[src/hdl/asp_map.svh]
`ifndef ASP_MAP_SVH
`define ASP_MAP_SVH

// ----------------------------------------------------------------------
// Register byte offsets
// ----------------------------------------------------------------------
`define ASP_CTRL 8'h00
`define ASP_TXCFG 8'h04
`define ASP_RXCFG 8'h08
`define ASP_TXDATA 8'h0C
`define ASP_RXDATA 8'h10
`define ASP_TXLVL 8'h14
`define ASP_RXLVL 8'h18
`define ASP_TXLIM 8'h1C
`define ASP_RXLIM 8'h20
`define ASP_INTEN 8'h24
`define ASP_RAWST 8'h28
`define ASP_MSKST 8'h2C

// ----------------------------------------------------------------------
// Field positions
// ----------------------------------------------------------------------
`define ASP_TX_EN 0
`define ASP_RX_EN 1
`define ASP_TX_MEXT 2
`define ASP_RX_MEXT 3
`define ASP_CF_FMT 1:0
`define ASP_CF_MST 2
`define ASP_CF_MODE 4:3
`define ASP_CF_SSZ 7:5
`define ASP_CF_WSZ 10:8
`define ASP_CF_DIV 23:16
`define ASP_I_RXERR 0
`define ASP_I_RXREQ 1
`define ASP_I_TXERR 2
`define ASP_I_TXREQ 3

// ----------------------------------------------------------------------
// Reset values and sizes
// ----------------------------------------------------------------------
`define ASP_CFG_RST 32'h00030484
`define ASP_CFG_MASK 32'h00FF07FF
`define ASP_LIM_RST 5'h08
`define ASP_PAIRS 4'h8
`define ASP_SLOT 6'h20
`define ASP_CNT_LAST 5'h1F

`endif

[src/hdl/asp_pkg.sv]
package asp_pkg;
  typedef enum logic [1:0] {FMT_STD, FMT_LJ, FMT_RJ} asp_fmt_t;
  typedef enum logic [1:0] {MODE_DUAL, MODE_C16, MODE_C8, MODE_MONO} asp_mode_t;
endpackage

[src/hdl/asp_port.sv]
// The placing of the registers and register access over APB are this design's own decisions.
`timescale 1ns/100ps
`default_nettype none
`include "asp_map.svh"
// What this block does
// Separate transmit and receive modules, independently configured.
// Hardware places left and right channels.
// Programmable FIFO trigger level per direction.
// Software reads both FIFO levels.
// Four interrupt sources, errors and service.
// Each interrupt source has its own enable.
// Enabled pending sources share one interrupt.
// Raw and masked interrupt status views.
// Software clears selected pending sources.
// Bit and word clocks derived from master.
// Master clock from internal or pin.
// Configure, enable, later disable each module.
// Standard, left-justified and right-justified alignment.
// Clock master or clock slave role.
// Separate sample size and wire size.
// Mono and stereo operation.
// Level counts pairs as two, odd=mismatch.
// Compact modes pack left low, right high.
// Dual mode reads alternate, left first.
// Disabled receiver captures no serial data.
// Errors on receive overrun, transmit underrun.
// Service request tracks level, drives DMA.
module asp_port (
  input wire logic SYS_CLK_I,
  input wire logic RESET_I,
  input wire logic PSEL_I,
  input wire logic PENABLE_I,
  input wire logic PWRITE_I,
  input wire logic [7:0] PADDR_I,
  input wire logic [31:0] PWDATA_I,
  output logic [31:0] PRDATA_O,
  output logic PREADY_O,
  output logic PSLVERR_O,
  input wire logic MCLK_EXT_I,
  input wire logic TX_SCLK_I,
  output logic TX_SCLK_O,
  output logic TX_SCLK_OE_O,
  input wire logic TX_WS_I,
  output logic TX_WS_O,
  output logic TX_WS_OE_O,
  output logic TX_SD_O,
  input wire logic RX_SCLK_I,
  output logic RX_SCLK_O,
  output logic RX_SCLK_OE_O,
  input wire logic RX_WS_I,
  output logic RX_WS_O,
  output logic RX_WS_OE_O,
  input wire logic RX_SD_I,
  output logic IRQ_O,
  output logic TX_DMA_REQ_O,
  output logic RX_DMA_REQ_O
);
  // --------------------------------------------------------------------
  // Helpers
  // --------------------------------------------------------------------
  function automatic logic [5:0] size_of(input logic [2:0] code);
    unique case (code)
      3'h0: size_of = 6'h08;
      3'h1: size_of = 6'h10;
      3'h2: size_of = 6'h14;
      3'h3: size_of = 6'h18;
      default: size_of = 6'h20;
    endcase
  endfunction

  function automatic logic [5:0] eff_size(input asp_pkg::asp_mode_t m,
                                          input logic [2:0] code);
    unique case (m)
      asp_pkg::MODE_C16: eff_size = 6'h10;
      asp_pkg::MODE_C8: eff_size = 6'h08;
      default: eff_size = size_of(code);
    endcase
  endfunction

  // Samples travel MSB first, so they are kept left aligned on the wire.
  function automatic logic [31:0] align(input logic [31:0] v, input logic [5:0] n);
    align = v << (`ASP_SLOT - n);
  endfunction

  function automatic logic [31:0] unalign(input logic [31:0] v, input logic [5:0] n);
    unalign = v >> (`ASP_SLOT - n);
  endfunction

  function automatic logic is_left(input asp_pkg::asp_fmt_t f, input logic ws);
    is_left = (f == asp_pkg::FMT_STD) ? !ws : ws;
  endfunction

  // Bit index within the channel word; 6'h3F or any value >= w is idle.
  function automatic logic [5:0] pos_of(input logic [4:0] cnt,
                                        input asp_pkg::asp_fmt_t f,
                                        input logic [5:0] w);
    logic [5:0] off;
    logic [5:0] c;
    c = {1'b0, cnt};
    unique case (f)
      asp_pkg::FMT_STD: off = 6'h01;
      asp_pkg::FMT_LJ: off = 6'h00;
      default: off = `ASP_SLOT - w;
    endcase
    if (f == asp_pkg::FMT_STD && cnt == 5'h00) begin
      pos_of = 6'h1F;
    end else if (c >= off && (c - off) < w) begin
      pos_of = c - off;
    end else begin
      pos_of = 6'h3F;
    end
  endfunction

  // --------------------------------------------------------------------
  // Registers and decode
  // --------------------------------------------------------------------
  logic [3:0] ctrl;
  logic [31:0] tx_cfg;
  logic [31:0] rx_cfg;
  logic [4:0] tx_lim;
  logic [4:0] rx_lim;
  logic [3:0] int_en;
  logic [3:0] raw;
  logic access;
  logic wr_acc;
  logic rd_acc;
  logic mapped;
  logic [31:0] rd_data;
  logic tx_en;
  logic rx_en;
  asp_pkg::asp_fmt_t tx_fmt;
  asp_pkg::asp_fmt_t rx_fmt;
  asp_pkg::asp_mode_t tx_mode;
  asp_pkg::asp_mode_t rx_mode;
  logic [5:0] tx_ss;
  logic [5:0] rx_ss;
  logic [5:0] tx_w;
  logic [5:0] rx_w;

  assign access = PSEL_I && PENABLE_I && PREADY_O;
  assign wr_acc = access && PWRITE_I;
  assign rd_acc = access && !PWRITE_I;
  assign tx_en = ctrl[`ASP_TX_EN];
  assign rx_en = ctrl[`ASP_RX_EN];
  assign tx_fmt = asp_pkg::asp_fmt_t'(tx_cfg[`ASP_CF_FMT]);
  assign rx_fmt = asp_pkg::asp_fmt_t'(rx_cfg[`ASP_CF_FMT]);
  assign tx_mode = asp_pkg::asp_mode_t'(tx_cfg[`ASP_CF_MODE]);
  assign rx_mode = asp_pkg::asp_mode_t'(rx_cfg[`ASP_CF_MODE]);
  assign tx_ss = eff_size(tx_mode, tx_cfg[`ASP_CF_SSZ]);
  assign rx_ss = eff_size(rx_mode, rx_cfg[`ASP_CF_SSZ]);
  assign tx_w = size_of(tx_cfg[`ASP_CF_WSZ]);
  assign rx_w = size_of(rx_cfg[`ASP_CF_WSZ]);

  always_ff @(posedge SYS_CLK_I) begin
    if (RESET_I) begin
      ctrl <= 4'h0;
      tx_cfg <= `ASP_CFG_RST;
      rx_cfg <= `ASP_CFG_RST;
      tx_lim <= `ASP_LIM_RST;
      rx_lim <= `ASP_LIM_RST;
      int_en <= 4'h0;
    end else if (wr_acc) begin
      case (PADDR_I)
        `ASP_CTRL: ctrl <= PWDATA_I[3:0];
        `ASP_TXCFG: tx_cfg <= PWDATA_I & `ASP_CFG_MASK;
        `ASP_RXCFG: rx_cfg <= PWDATA_I & `ASP_CFG_MASK;
        `ASP_TXLIM: tx_lim <= PWDATA_I[4:0];
        `ASP_RXLIM: rx_lim <= PWDATA_I[4:0];
        `ASP_INTEN: int_en <= PWDATA_I[3:0];
        default: ;
      endcase
    end
  end

  // --------------------------------------------------------------------
  // Master clock source and serial timing
  // --------------------------------------------------------------------
  logic [2:0] mclk_sy;
  logic mclk_st;
  logic mclk_edge;
  logic tx_rise;
  logic tx_fall;
  logic rx_rise;
  logic rx_fall;
  logic tx_rose;
  logic rx_rose;
  logic [4:0] tx_cnt_s;
  logic [4:0] rx_cnt_s;
  logic tx_ws_cur;
  logic rx_ws_cur;

  always_ff @(posedge SYS_CLK_I) begin
    if (RESET_I) begin
      mclk_sy <= 3'h0;
      mclk_st <= 1'b0;
    end else begin
      mclk_sy <= {mclk_sy[1:0], MCLK_EXT_I};
      if (mclk_sy[1] == mclk_sy[2]) begin
        mclk_st <= mclk_sy[2];
      end
    end
  end
  assign mclk_edge = (mclk_sy[1] == mclk_sy[2]) && mclk_sy[2] && !mclk_st;

  asp_timing u_tx (
    .clk_i(SYS_CLK_I),
    .rst_i(RESET_I),
    .en_i(tx_en),
    .master_i(tx_cfg[`ASP_CF_MST]),
    .tick_i(ctrl[`ASP_TX_MEXT] ? mclk_edge : 1'b1),
    .div_i(tx_cfg[`ASP_CF_DIV]),
    .sclk_pin_i(TX_SCLK_I),
    .ws_pin_i(TX_WS_I),
    .sclk_o(TX_SCLK_O),
    .ws_o(TX_WS_O),
    .rise_o(tx_rise),
    .fall_o(tx_fall),
    .cnt_o(tx_cnt_s),
    .ws_cur_o(tx_ws_cur)
  );

  asp_timing u_rx (
    .clk_i(SYS_CLK_I),
    .rst_i(RESET_I),
    .en_i(rx_en),
    .master_i(rx_cfg[`ASP_CF_MST]),
    .tick_i(ctrl[`ASP_RX_MEXT] ? mclk_edge : 1'b1),
    .div_i(rx_cfg[`ASP_CF_DIV]),
    .sclk_pin_i(RX_SCLK_I),
    .ws_pin_i(RX_WS_I),
    .sclk_o(RX_SCLK_O),
    .ws_o(RX_WS_O),
    .rise_o(rx_rise),
    .fall_o(rx_fall),
    .cnt_o(rx_cnt_s),
    .ws_cur_o(rx_ws_cur)
  );

  // Slot counters settle one cycle after the edge, so work on that cycle.
  always_ff @(posedge SYS_CLK_I) begin
    if (RESET_I) begin
      tx_rose <= 1'b0;
      rx_rose <= 1'b0;
      TX_SCLK_OE_O <= 1'b0;
      TX_WS_OE_O <= 1'b0;
      RX_SCLK_OE_O <= 1'b0;
      RX_WS_OE_O <= 1'b0;
    end else begin
      tx_rose <= tx_rise;
      rx_rose <= rx_rise;
      TX_SCLK_OE_O <= tx_en && tx_cfg[`ASP_CF_MST];
      TX_WS_OE_O <= tx_en && tx_cfg[`ASP_CF_MST];
      RX_SCLK_OE_O <= rx_en && rx_cfg[`ASP_CF_MST];
      RX_WS_OE_O <= rx_en && rx_cfg[`ASP_CF_MST];
    end
  end

  // --------------------------------------------------------------------
  // Transmit FIFO and serialiser
  // --------------------------------------------------------------------
  logic [63:0] tx_mem [`ASP_PAIRS];
  logic [2:0] tx_wp;
  logic [2:0] tx_rp;
  logic [3:0] tx_cnt;
  logic tx_half;
  logic [31:0] tx_hold;
  logic [63:0] tx_pair;
  logic tx_wr;
  logic tx_push;
  logic tx_pop_req;
  logic tx_pop;
  logic [4:0] tx_lvl;
  logic [31:0] tx_l;
  logic [31:0] tx_r;
  logic [31:0] tx_pend;
  logic [4:0] tx_nc;
  logic tx_nleft;
  logic [5:0] tx_p;
  logic [31:0] tx_word;

  always_comb begin
    unique case (tx_mode)
      asp_pkg::MODE_DUAL: tx_pair = {PWDATA_I, tx_hold};
      asp_pkg::MODE_C16: tx_pair = {16'h0000, PWDATA_I[31:16], 16'h0000, PWDATA_I[15:0]};
      asp_pkg::MODE_C8: tx_pair = {24'h000000, PWDATA_I[15:8], 24'h000000, PWDATA_I[7:0]};
      asp_pkg::MODE_MONO: tx_pair = {PWDATA_I, PWDATA_I};
    endcase
  end

  assign tx_wr = wr_acc && PADDR_I == `ASP_TXDATA && tx_cnt != `ASP_PAIRS;
  assign tx_push = tx_wr && (tx_mode != asp_pkg::MODE_DUAL || tx_half);
  assign tx_pop_req = tx_rose && tx_cnt_s == 5'h00 && !is_left(tx_fmt, tx_ws_cur);
  assign tx_pop = tx_pop_req && tx_cnt != 4'h0;
  assign tx_lvl = {tx_cnt, 1'b0} + {4'h0, tx_half};

  always_ff @(posedge SYS_CLK_I) begin
    if (tx_push) begin
      tx_mem[tx_wp] <= tx_pair;
    end
  end

  always_ff @(posedge SYS_CLK_I) begin
    if (RESET_I) begin
      tx_wp <= 3'h0;
      tx_rp <= 3'h0;
      tx_cnt <= 4'h0;
      tx_half <= 1'b0;
      tx_hold <= 32'h0;
    end else begin
      if (tx_wr && tx_mode == asp_pkg::MODE_DUAL) begin
        tx_half <= !tx_half;
        if (!tx_half) begin
          tx_hold <= PWDATA_I;
        end
      end
      if (tx_push) begin
        tx_wp <= tx_wp + 3'h1;
      end
      if (tx_pop) begin
        tx_rp <= tx_rp + 3'h1;
      end
      if (tx_push && !tx_pop) begin
        tx_cnt <= tx_cnt + 4'h1;
      end else if (tx_pop && !tx_push) begin
        tx_cnt <= tx_cnt - 4'h1;
      end
    end
  end

  // Next bit position is predicted assuming 32-bit slots.
  assign tx_nc = (tx_cnt_s == `ASP_CNT_LAST) ? 5'h00 : tx_cnt_s + 5'h01;
  assign tx_nleft = is_left(tx_fmt, (tx_cnt_s == `ASP_CNT_LAST) ^ tx_ws_cur)
                    ^ (tx_fmt == asp_pkg::FMT_STD && tx_nc == 5'h00);
  assign tx_p = pos_of(tx_nc, tx_fmt, tx_w);
  assign tx_word = tx_nleft ? tx_l : tx_r;

  // Left is loaded at the start of the right slot and right at the start of
  // the left slot, so a trailing LSB is never overwritten before it is sent.
  always_ff @(posedge SYS_CLK_I) begin
    if (RESET_I || !tx_en) begin
      tx_l <= 32'h0;
      tx_r <= 32'h0;
      tx_pend <= 32'h0;
      TX_SD_O <= 1'b0;
    end else begin
      if (tx_pop_req) begin
        tx_l <= tx_pop ? align(tx_mem[tx_rp][31:0], tx_ss) : 32'h0;
        tx_pend <= tx_pop ? align(tx_mem[tx_rp][63:32], tx_ss) : 32'h0;
      end else if (tx_rose && tx_cnt_s == 5'h00) begin
        tx_r <= tx_pend;
      end
      if (tx_fall) begin
        TX_SD_O <= (tx_p < tx_w) ? tx_word[5'(6'h1F - tx_p)] : 1'b0;
      end
    end
  end

  // --------------------------------------------------------------------
  // Receive deserialiser and FIFO
  // --------------------------------------------------------------------
  logic [2:0] sd_sy;
  logic sd_st;
  logic [63:0] rx_mem [`ASP_PAIRS];
  logic [2:0] rx_wp;
  logic [2:0] rx_rp;
  logic [3:0] rx_cnt;
  logic rx_half;
  logic [31:0] rx_wl;
  logic [31:0] rx_wr;
  logic [31:0] rx_hl;
  logic [31:0] rx_nw;
  logic [5:0] rx_p;
  logic rx_left;
  logic rx_last;
  logic rx_push_req;
  logic rx_armed;
  logic rx_push;
  logic [63:0] rx_pair;
  logic rx_rd;
  logic rx_pop;
  logic [4:0] rx_lvl;
  logic [63:0] rx_head;
  logic [31:0] rx_word;

  always_ff @(posedge SYS_CLK_I) begin
    if (RESET_I) begin
      sd_sy <= 3'h0;
      sd_st <= 1'b0;
    end else begin
      sd_sy <= {sd_sy[1:0], RX_SD_I};
      if (sd_sy[1] == sd_sy[2]) begin
        sd_st <= sd_sy[2];
      end
    end
  end

  assign rx_p = pos_of(rx_cnt_s, rx_fmt, rx_w);
  assign rx_left = is_left(rx_fmt, rx_ws_cur)
                   ^ (rx_fmt == asp_pkg::FMT_STD && rx_cnt_s == 5'h00);
  assign rx_last = rx_rose && rx_en && rx_p == rx_w - 6'h01;

  always_comb begin
    rx_nw = (rx_p == 6'h00) ? 32'h0 : (rx_left ? rx_wl : rx_wr);
    rx_nw[5'(6'h1F - rx_p)] = sd_st;
  end

  // A right word counts only once a left word ended before it, so a
  // stream joined during a right slot never pushes a torn pair.
  assign rx_push_req = rx_last && (rx_left ? rx_mode == asp_pkg::MODE_MONO : rx_armed);
  assign rx_pair = rx_left ? {unalign(rx_nw, rx_ss), unalign(rx_nw, rx_ss)}
                           : {unalign(rx_nw, rx_ss), rx_hl};
  assign rx_push = rx_push_req && rx_cnt != `ASP_PAIRS;
  assign rx_rd = rd_acc && PADDR_I == `ASP_RXDATA && rx_cnt != 4'h0;
  assign rx_pop = rx_rd && (rx_mode != asp_pkg::MODE_DUAL || rx_half);
  assign rx_lvl = {rx_cnt, 1'b0} - {4'h0, rx_half};
  assign rx_head = rx_mem[rx_rp];

  always_ff @(posedge SYS_CLK_I) begin
    if (RESET_I || !rx_en) begin
      rx_wl <= 32'h0;
      rx_wr <= 32'h0;
      rx_hl <= 32'h0;
      rx_armed <= 1'b0;
    end else if (rx_rose && rx_p < rx_w) begin
      if (rx_left) begin
        rx_wl <= rx_nw;
      end else begin
        rx_wr <= rx_nw;
      end
      if (rx_last && rx_left) begin
        rx_hl <= unalign(rx_nw, rx_ss);
        rx_armed <= 1'b1;
      end
    end
  end

  always_ff @(posedge SYS_CLK_I) begin
    if (rx_push) begin
      rx_mem[rx_wp] <= rx_pair;
    end
  end

  always_ff @(posedge SYS_CLK_I) begin
    if (RESET_I) begin
      rx_wp <= 3'h0;
      rx_rp <= 3'h0;
      rx_cnt <= 4'h0;
      rx_half <= 1'b0;
    end else begin
      if (rx_rd && rx_mode == asp_pkg::MODE_DUAL) begin
        rx_half <= !rx_half;
      end
      if (rx_push) begin
        rx_wp <= rx_wp + 3'h1;
      end
      if (rx_pop) begin
        rx_rp <= rx_rp + 3'h1;
      end
      if (rx_push && !rx_pop) begin
        rx_cnt <= rx_cnt + 4'h1;
      end else if (rx_pop && !rx_push) begin
        rx_cnt <= rx_cnt - 4'h1;
      end
    end
  end

  always_comb begin
    unique case (rx_mode)
      asp_pkg::MODE_DUAL: rx_word = rx_half ? rx_head[63:32] : rx_head[31:0];
      asp_pkg::MODE_C16: rx_word = {rx_head[47:32], rx_head[15:0]};
      asp_pkg::MODE_C8: rx_word = {16'h0000, rx_head[39:32], rx_head[7:0]};
      asp_pkg::MODE_MONO: rx_word = rx_head[31:0];
    endcase
    if (rx_cnt == 4'h0) begin
      rx_word = 32'h0;
    end
  end

  // --------------------------------------------------------------------
  // Interrupts, DMA requests and the bus answer
  // --------------------------------------------------------------------
  logic [3:0] set_ev;
  logic [3:0] clr;
  logic tx_req_c;
  logic rx_req_c;

  assign rx_req_c = rx_en && rx_lvl != 5'h00 && rx_lvl >= rx_lim;
  assign tx_req_c = tx_en && tx_lvl <= tx_lim;
  assign set_ev[`ASP_I_RXERR] = rx_push_req && rx_cnt == `ASP_PAIRS;
  assign set_ev[`ASP_I_RXREQ] = rx_req_c;
  assign set_ev[`ASP_I_TXERR] = tx_pop_req && tx_cnt == 4'h0;
  assign set_ev[`ASP_I_TXREQ] = tx_req_c;
  assign clr = (wr_acc && PADDR_I == `ASP_RAWST) ? PWDATA_I[3:0] : 4'h0;

  // A new event outranks a clear landing in the same cycle.
  always_ff @(posedge SYS_CLK_I) begin
    if (RESET_I) begin
      raw <= 4'h0;
      IRQ_O <= 1'b0;
      TX_DMA_REQ_O <= 1'b0;
      RX_DMA_REQ_O <= 1'b0;
    end else begin
      raw <= (raw & ~clr) | set_ev;
      IRQ_O <= |(raw & int_en);
      TX_DMA_REQ_O <= tx_req_c;
      RX_DMA_REQ_O <= rx_req_c;
    end
  end

  always_comb begin
    mapped = 1'b1;
    rd_data = 32'h0;
    case (PADDR_I)
      `ASP_CTRL: rd_data = {28'h0, ctrl};
      `ASP_TXCFG: rd_data = tx_cfg;
      `ASP_RXCFG: rd_data = rx_cfg;
      `ASP_TXDATA: rd_data = 32'h0;
      `ASP_RXDATA: rd_data = rx_word;
      `ASP_TXLVL: rd_data = {27'h0, tx_lvl};
      `ASP_RXLVL: rd_data = {27'h0, rx_lvl};
      `ASP_TXLIM: rd_data = {27'h0, tx_lim};
      `ASP_RXLIM: rd_data = {27'h0, rx_lim};
      `ASP_INTEN: rd_data = {28'h0, int_en};
      `ASP_RAWST: rd_data = {28'h0, raw};
      `ASP_MSKST: rd_data = {28'h0, raw & int_en};
      default: mapped = 1'b0;
    endcase
  end

  // One wait state: ready rises in the second access cycle.
  always_ff @(posedge SYS_CLK_I) begin
    if (RESET_I) begin
      PREADY_O <= 1'b0;
      PSLVERR_O <= 1'b0;
      PRDATA_O <= 32'h0;
    end else begin
      PREADY_O <= PSEL_I && PENABLE_I && !PREADY_O;
      PSLVERR_O <= PSEL_I && PENABLE_I && !PREADY_O && !mapped;
      if (PSEL_I && PENABLE_I && !PREADY_O) begin
        PRDATA_O <= PWRITE_I ? 32'h0 : rd_data;
      end
    end
  end
endmodule
`default_nettype wire

[src/hdl/asp_timing.sv]
`timescale 1ns/100ps
`default_nettype none
`include "asp_map.svh"
module asp_timing (
  input wire logic clk_i,
  input wire logic rst_i,
  input wire logic en_i,
  input wire logic master_i,
  input wire logic tick_i,
  input wire logic [7:0] div_i,
  input wire logic sclk_pin_i,
  input wire logic ws_pin_i,
  output logic sclk_o,
  output logic ws_o,
  output logic rise_o,
  output logic fall_o,
  output logic [4:0] cnt_o,
  output logic ws_cur_o
);
  logic [2:0] sclk_sy;
  logic [2:0] ws_sy;
  logic sclk_st;
  logic ws_st;
  logic [7:0] dcnt;
  logic m_flip;
  logic ws_now;

  assign m_flip = tick_i && (dcnt == div_i);

  always_comb begin
    if (master_i) begin
      rise_o = en_i && m_flip && !sclk_o;
      fall_o = en_i && m_flip && sclk_o;
      ws_now = ws_o;
    end else begin
      rise_o = en_i && (sclk_sy[1] == sclk_sy[2]) && sclk_sy[2] && !sclk_st;
      fall_o = en_i && (sclk_sy[1] == sclk_sy[2]) && !sclk_sy[2] && sclk_st;
      ws_now = ws_st;
    end
  end

  // A pin level counts once the second and third stages agree.
  always_ff @(posedge clk_i) begin
    if (rst_i) begin
      sclk_sy <= 3'h0;
      ws_sy <= 3'h0;
      sclk_st <= 1'b0;
      ws_st <= 1'b0;
    end else begin
      sclk_sy <= {sclk_sy[1:0], sclk_pin_i};
      ws_sy <= {ws_sy[1:0], ws_pin_i};
      if (sclk_sy[1] == sclk_sy[2]) begin
        sclk_st <= sclk_sy[2];
      end
      if (ws_sy[1] == ws_sy[2]) begin
        ws_st <= ws_sy[2];
      end
    end
  end

  always_ff @(posedge clk_i) begin
    if (rst_i || !en_i || !master_i) begin
      dcnt <= 8'h00;
      sclk_o <= 1'b0;
    end else if (tick_i) begin
      if (m_flip) begin
        dcnt <= 8'h00;
        sclk_o <= !sclk_o;
      end else begin
        dcnt <= dcnt + 8'h01;
      end
    end
  end

  // Word clock changes on the falling edge that ends a 32-bit slot.
  always_ff @(posedge clk_i) begin
    if (rst_i || !en_i || !master_i) begin
      ws_o <= 1'b0;
    end else if (fall_o && cnt_o == `ASP_CNT_LAST) begin
      ws_o <= !ws_o;
    end
  end

  // While idle the word clock is tracked, so the first change after enable
  // starts a fresh slot instead of being taken for the middle of one.
  always_ff @(posedge clk_i) begin
    if (rst_i) begin
      cnt_o <= 5'h00;
      ws_cur_o <= 1'b0;
    end else if (!en_i) begin
      cnt_o <= 5'h00;
      ws_cur_o <= ws_now;
    end else if (rise_o) begin
      if (ws_now != ws_cur_o) begin
        cnt_o <= 5'h00;
      end else if (cnt_o != `ASP_CNT_LAST) begin
        cnt_o <= cnt_o + 5'h01;
      end
      ws_cur_o <= ws_now;
    end
  end
endmodule
`default_nettype wire

[config.mk]
export PLATFORM = sky130hd
export DESIGN_NAME = asp_port
export DESIGN_NICKNAME = d
export VERILOG_FILES = /design/src/hdl/asp_pkg.sv /design/src/hdl/asp_port.sv /design/src/hdl/asp_timing.sv
export VERILOG_INCLUDE_DIRS = /design/src /design/src/hdl
export SDC_FILE = /design/constraint.sdc
export NUM_CORES = 2
export LEC_CHECK = 0
export BUFFER_PORTS_ARGS = -buffer_cell sky130_fd_sc_hd__buf_2
export CAP_MARGIN = 40
export CORE_MARGIN = 5
export CORE_UTILIZATION = 25
export CTS_CLUSTER_SIZE = 28
export DETAILED_ROUTE_END_ITERATION = 8
export PLACE_DENSITY = 0.46
export RECOVER_POWER = 50
export SYNTH_ARGS = -nofsm -noshare
export SYNTH_HDL_FRONTEND = slang
export SYNTH_SLANG_ARGS = --single-unit
[constraint.sdc]
create_clock -name SYS_CLK_I -period 24.8 [get_ports SYS_CLK_I]
set_clock_uncertainty 0.05 [all_clocks]
set_input_delay 4.96 -clock SYS_CLK_I [delete_from_list [all_inputs] [get_ports SYS_CLK_I]]
set_output_delay 4.96 -clock SYS_CLK_I [all_outputs]
set_load 0.005 [all_outputs]
==> results.json <==
{
  "wire_per_inst_um": 24.21,
  "p_leak_nw": 23.09,
  "critPathKind": "in -> reg",
  "drt_wl_total_um": 193100,
  "required_ps": 25110,
  "ios": 97,
  "rsz0062_at_grt": "no",
  "maxSlewHeadroom": -3.105,
  "dieArea_um2": 256300,
  "setup_violations": 0,
  "synthCells": 4509,
  "drv_cap": 8,
  "die_h_um": 506.3,
  "start_util": 0.2508,
  "vias": 38990,
  "crit_arrival_ps": 12180,
  "fin_hold_ws_ps": 387.7,
  "nNetsFinal": 4737,
  "num_rows": 182,
  "viasPerCell": 4.889,
  "grt_usage": 0.1470,
  "clock_sinks": 1435,
  "grt_max_degree": 116,
  "syn-num-nets": 4630,
  "irDropWorstVdd_mv": 0.05279,
  "drv_slew": 383,
  "cts-root-buf": "clkbuf_16",
  "mappedNetlistArea_um2": 61570,
  "coreArea_um2": 245500,
  "top_regs": "rx_mem (512), tx_mem (512)",
  "gp_congestion": 0.8436,
  "h-tree-depth": 4,
  "io_buffer_count": 96,
  "grt_pass1_vias": 38920,
  "cts_hold_buf": 0,
  "fmax_mhz": 84.26,
  "die_w_um": 506.3,
  "yosys_most_used_dff": "edfxtp_1",
  "place_hpwl_um": 124900,
  "ys_warn_count": 0,
  "finalSetupTns_ps": 0,
  "syn_area_per_cell_um2": 13.66,
  "endpoint_kind": "flip-flop",
  "async_flop_share": 0,
  "yosysSeqAreaShare": 0.6330,
  "ys_types": 105,
  "synthMuxAreaShare": 0.1385,
  "yosys.area_share.adder": 0.01447,
  "path_clk_slew_ps": 60,
  "hold_violations": 0,
  "synth_edf_count": 1024,
  "hp-class": "reg -> reg",
  "area_delta_synth_final_pct": 15.97,
  "cts_tree": "yes",
  "fillers": 24760,
  "cts_setup_buffers": 0,
  "layout-drive-gt1-share": 0.1685,
  "hold_depth": 1,
  "drtAntennaViolNets": 0,
  "cts.path.max_buffers": 3,
  "status": "complete, but fails checks",
  "antenna_found_initial": 6,
  "worstPathMaxFanout": 115,
  "yosys.area_share.simple": 0.08784,
  "route.detailed.drc": 0,
  "worst_setup_path_start_kind": "primary input",
  "ys_seq_elements": 1435,
  "placedInstanceArea_um2": 66370,
  "cts_resized": 0,
  "finalCritPeriodShare": 0.4786,
  "first_pass_iters": 8,
  "synth_compound_area_frac": 0.09325,
  "fin_crit_ps": 11870,
  "violations": "max-capacitance violations, max-slew violations",
  "cellPowerDensity_nw_per_um2": 69.67,
  "r2r_cells": 20,
  "grt_overflow": 0,
  "fin_area_um2": 71410,
  "clock_latency_ps": 800,
  "worst_pin_slew_ps": 6157,
  "cts_buffers": 162,
  "synth_top_family_by_area": "multiplexers",
  "synthXorXnorAreaFrac": 0.01010,
  "grt_pass1_wl_um": 280600,
  "first_iter_violations": 3675
}
## cell usage in the layout, fill, tap and decap left out, types with 60 or more instances in the layout
cell	netlist	layout
mux2i_1	163	163
clkbuf_16	0	166
nand2_1	520	518
o21ai_0	149	151
mux4_2	259	259
ha_1	68	66
dfxtp_1	411	405
edfxtp_1	1024	1024
nand3_1	73	72
a22oi_1	75	75
a211oi_1	69	72
a21oi_1	259	260
clkbuf_1	217	144
nor2_1	357	347
inv_1	60	60
mux2_2	93	91
buf_4	7	85
## metal layers
layer | GRT usage | part of all wire | up-vias
met4 | 0.05058 | 0.034 | 0
met2 | 0.2539 | 0.50 | 1116
met1 | 0.1889 | 0.42 | 20070
met3 | 0.02019 | 0.046 | 301
li1 | - | - | 17510
met5 | 0 | 0 | -
## cell type report
| class | count | area, µm² | share of cell area |
|---|---|---|---|
| Clock inverter | 74 | 807.0 | 0.01130 |
| Multi-Input combinational cell | 2722 | 21270 | 0.2979 |
| Tap cell | 3220 | 4029 | 0.05642 |
| Antenna cell | 1 | 2.502 | 0.00003504 |
| Clock buffer | 228 | 4534 | 0.06350 |
| Sequential cell | 1435 | 39000 | 0.5462 |
| Inverter | 66 | 247.7 | 0.003469 |
| Timing Repair Buffer | 229 | 1514 | 0.02120 |
## metrics by stage
stage / total power [W] / worst slack, ps / utilization / cells
after detailed placement: 0.002632 / 15450 / 0.2704 / 7666
after floorplan: 0.002607 / 13780 / - / 4509
after CTS: 0.005039 / 16320 / 0.2921 / 7968
after global placement: 0.002632 / 15470 / 0.2682 / 7630
after global routing: 0.005143 / 12220 / 0.2909 / 7974
final: 0.004975 / 12930 / 0.2909 / 7975
## path summary, 6_finish.rpt
kind	from	to	slack, ps
setup / recovery	RESET_I	IRQ_O	12930
hold / removal	u_rx.ws_sy[0]	u_rx.ws_sy[1]	390
hold reg to reg	u_rx.ws_sy[0]	u_rx.ws_sy[1]	390
setup reg to reg	rx_cfg[0]	rx_mem[2][62]	13500
## cells in the mapped netlist (22+ instances only)
master | count | area share
nand2b_1 | 26 | 0.0026
ha_1 | 68 | 0.014
xnor2_1 | 49 | 0.0070
o22ai_1 | 28 | 0.0028
nand3_1 | 73 | 0.0059
edfxtp_1 | 1024 | 0.50
o211ai_1 | 28 | 0.0034
dfxtp_1 | 411 | 0.13
a222oi_1 | 41 | 0.0067
nor2b_1 | 38 | 0.0039
inv_1 | 60 | 0.0037
a221oi_1 | 22 | 0.0031
clkbuf_1 | 217 | 0.013
nand2_1 | 520 | 0.032
o21ai_0 | 149 | 0.012
a21oi_1 | 259 | 0.021
nor2_1 | 357 | 0.022
a211oi_1 | 69 | 0.0084
a22oi_1 | 75 | 0.0091
mux2_2 | 93 | 0.017
buf_2 | 36 | 0.0029
buf_1 | 24 | 0.0015
and2_1 | 27 | 0.0027
mux4_2 | 259 | 0.095
mux2i_1 | 163 | 0.026
nor3_1 | 46 | 0.0037
## cell families after synthesis
logic type                 after synthesis
AOI/OAI and AO/OA                      856
muxes                                  516
xor gates and xnor gates                68
adders and majority gates               70
and+or+nand+nor                       1212
DFF                                   1435
buffers and inverters                  352
## power breakdown
part	total, W	switching [W]	internal, W	leakage [nW]
Combinational	0.0000357	0.0000303	0.00000541	6.75
Clock	0.00240	0.00101	0.00138	2.59
Sequential	0.00254	0.000000675	0.00254	13.8
## worst max-delay path: stages
cell	delay, ps
clkbuf_1	2380
clkbuf_1	4370
a21oi_1	290
(Power assumes the default switching activity.)
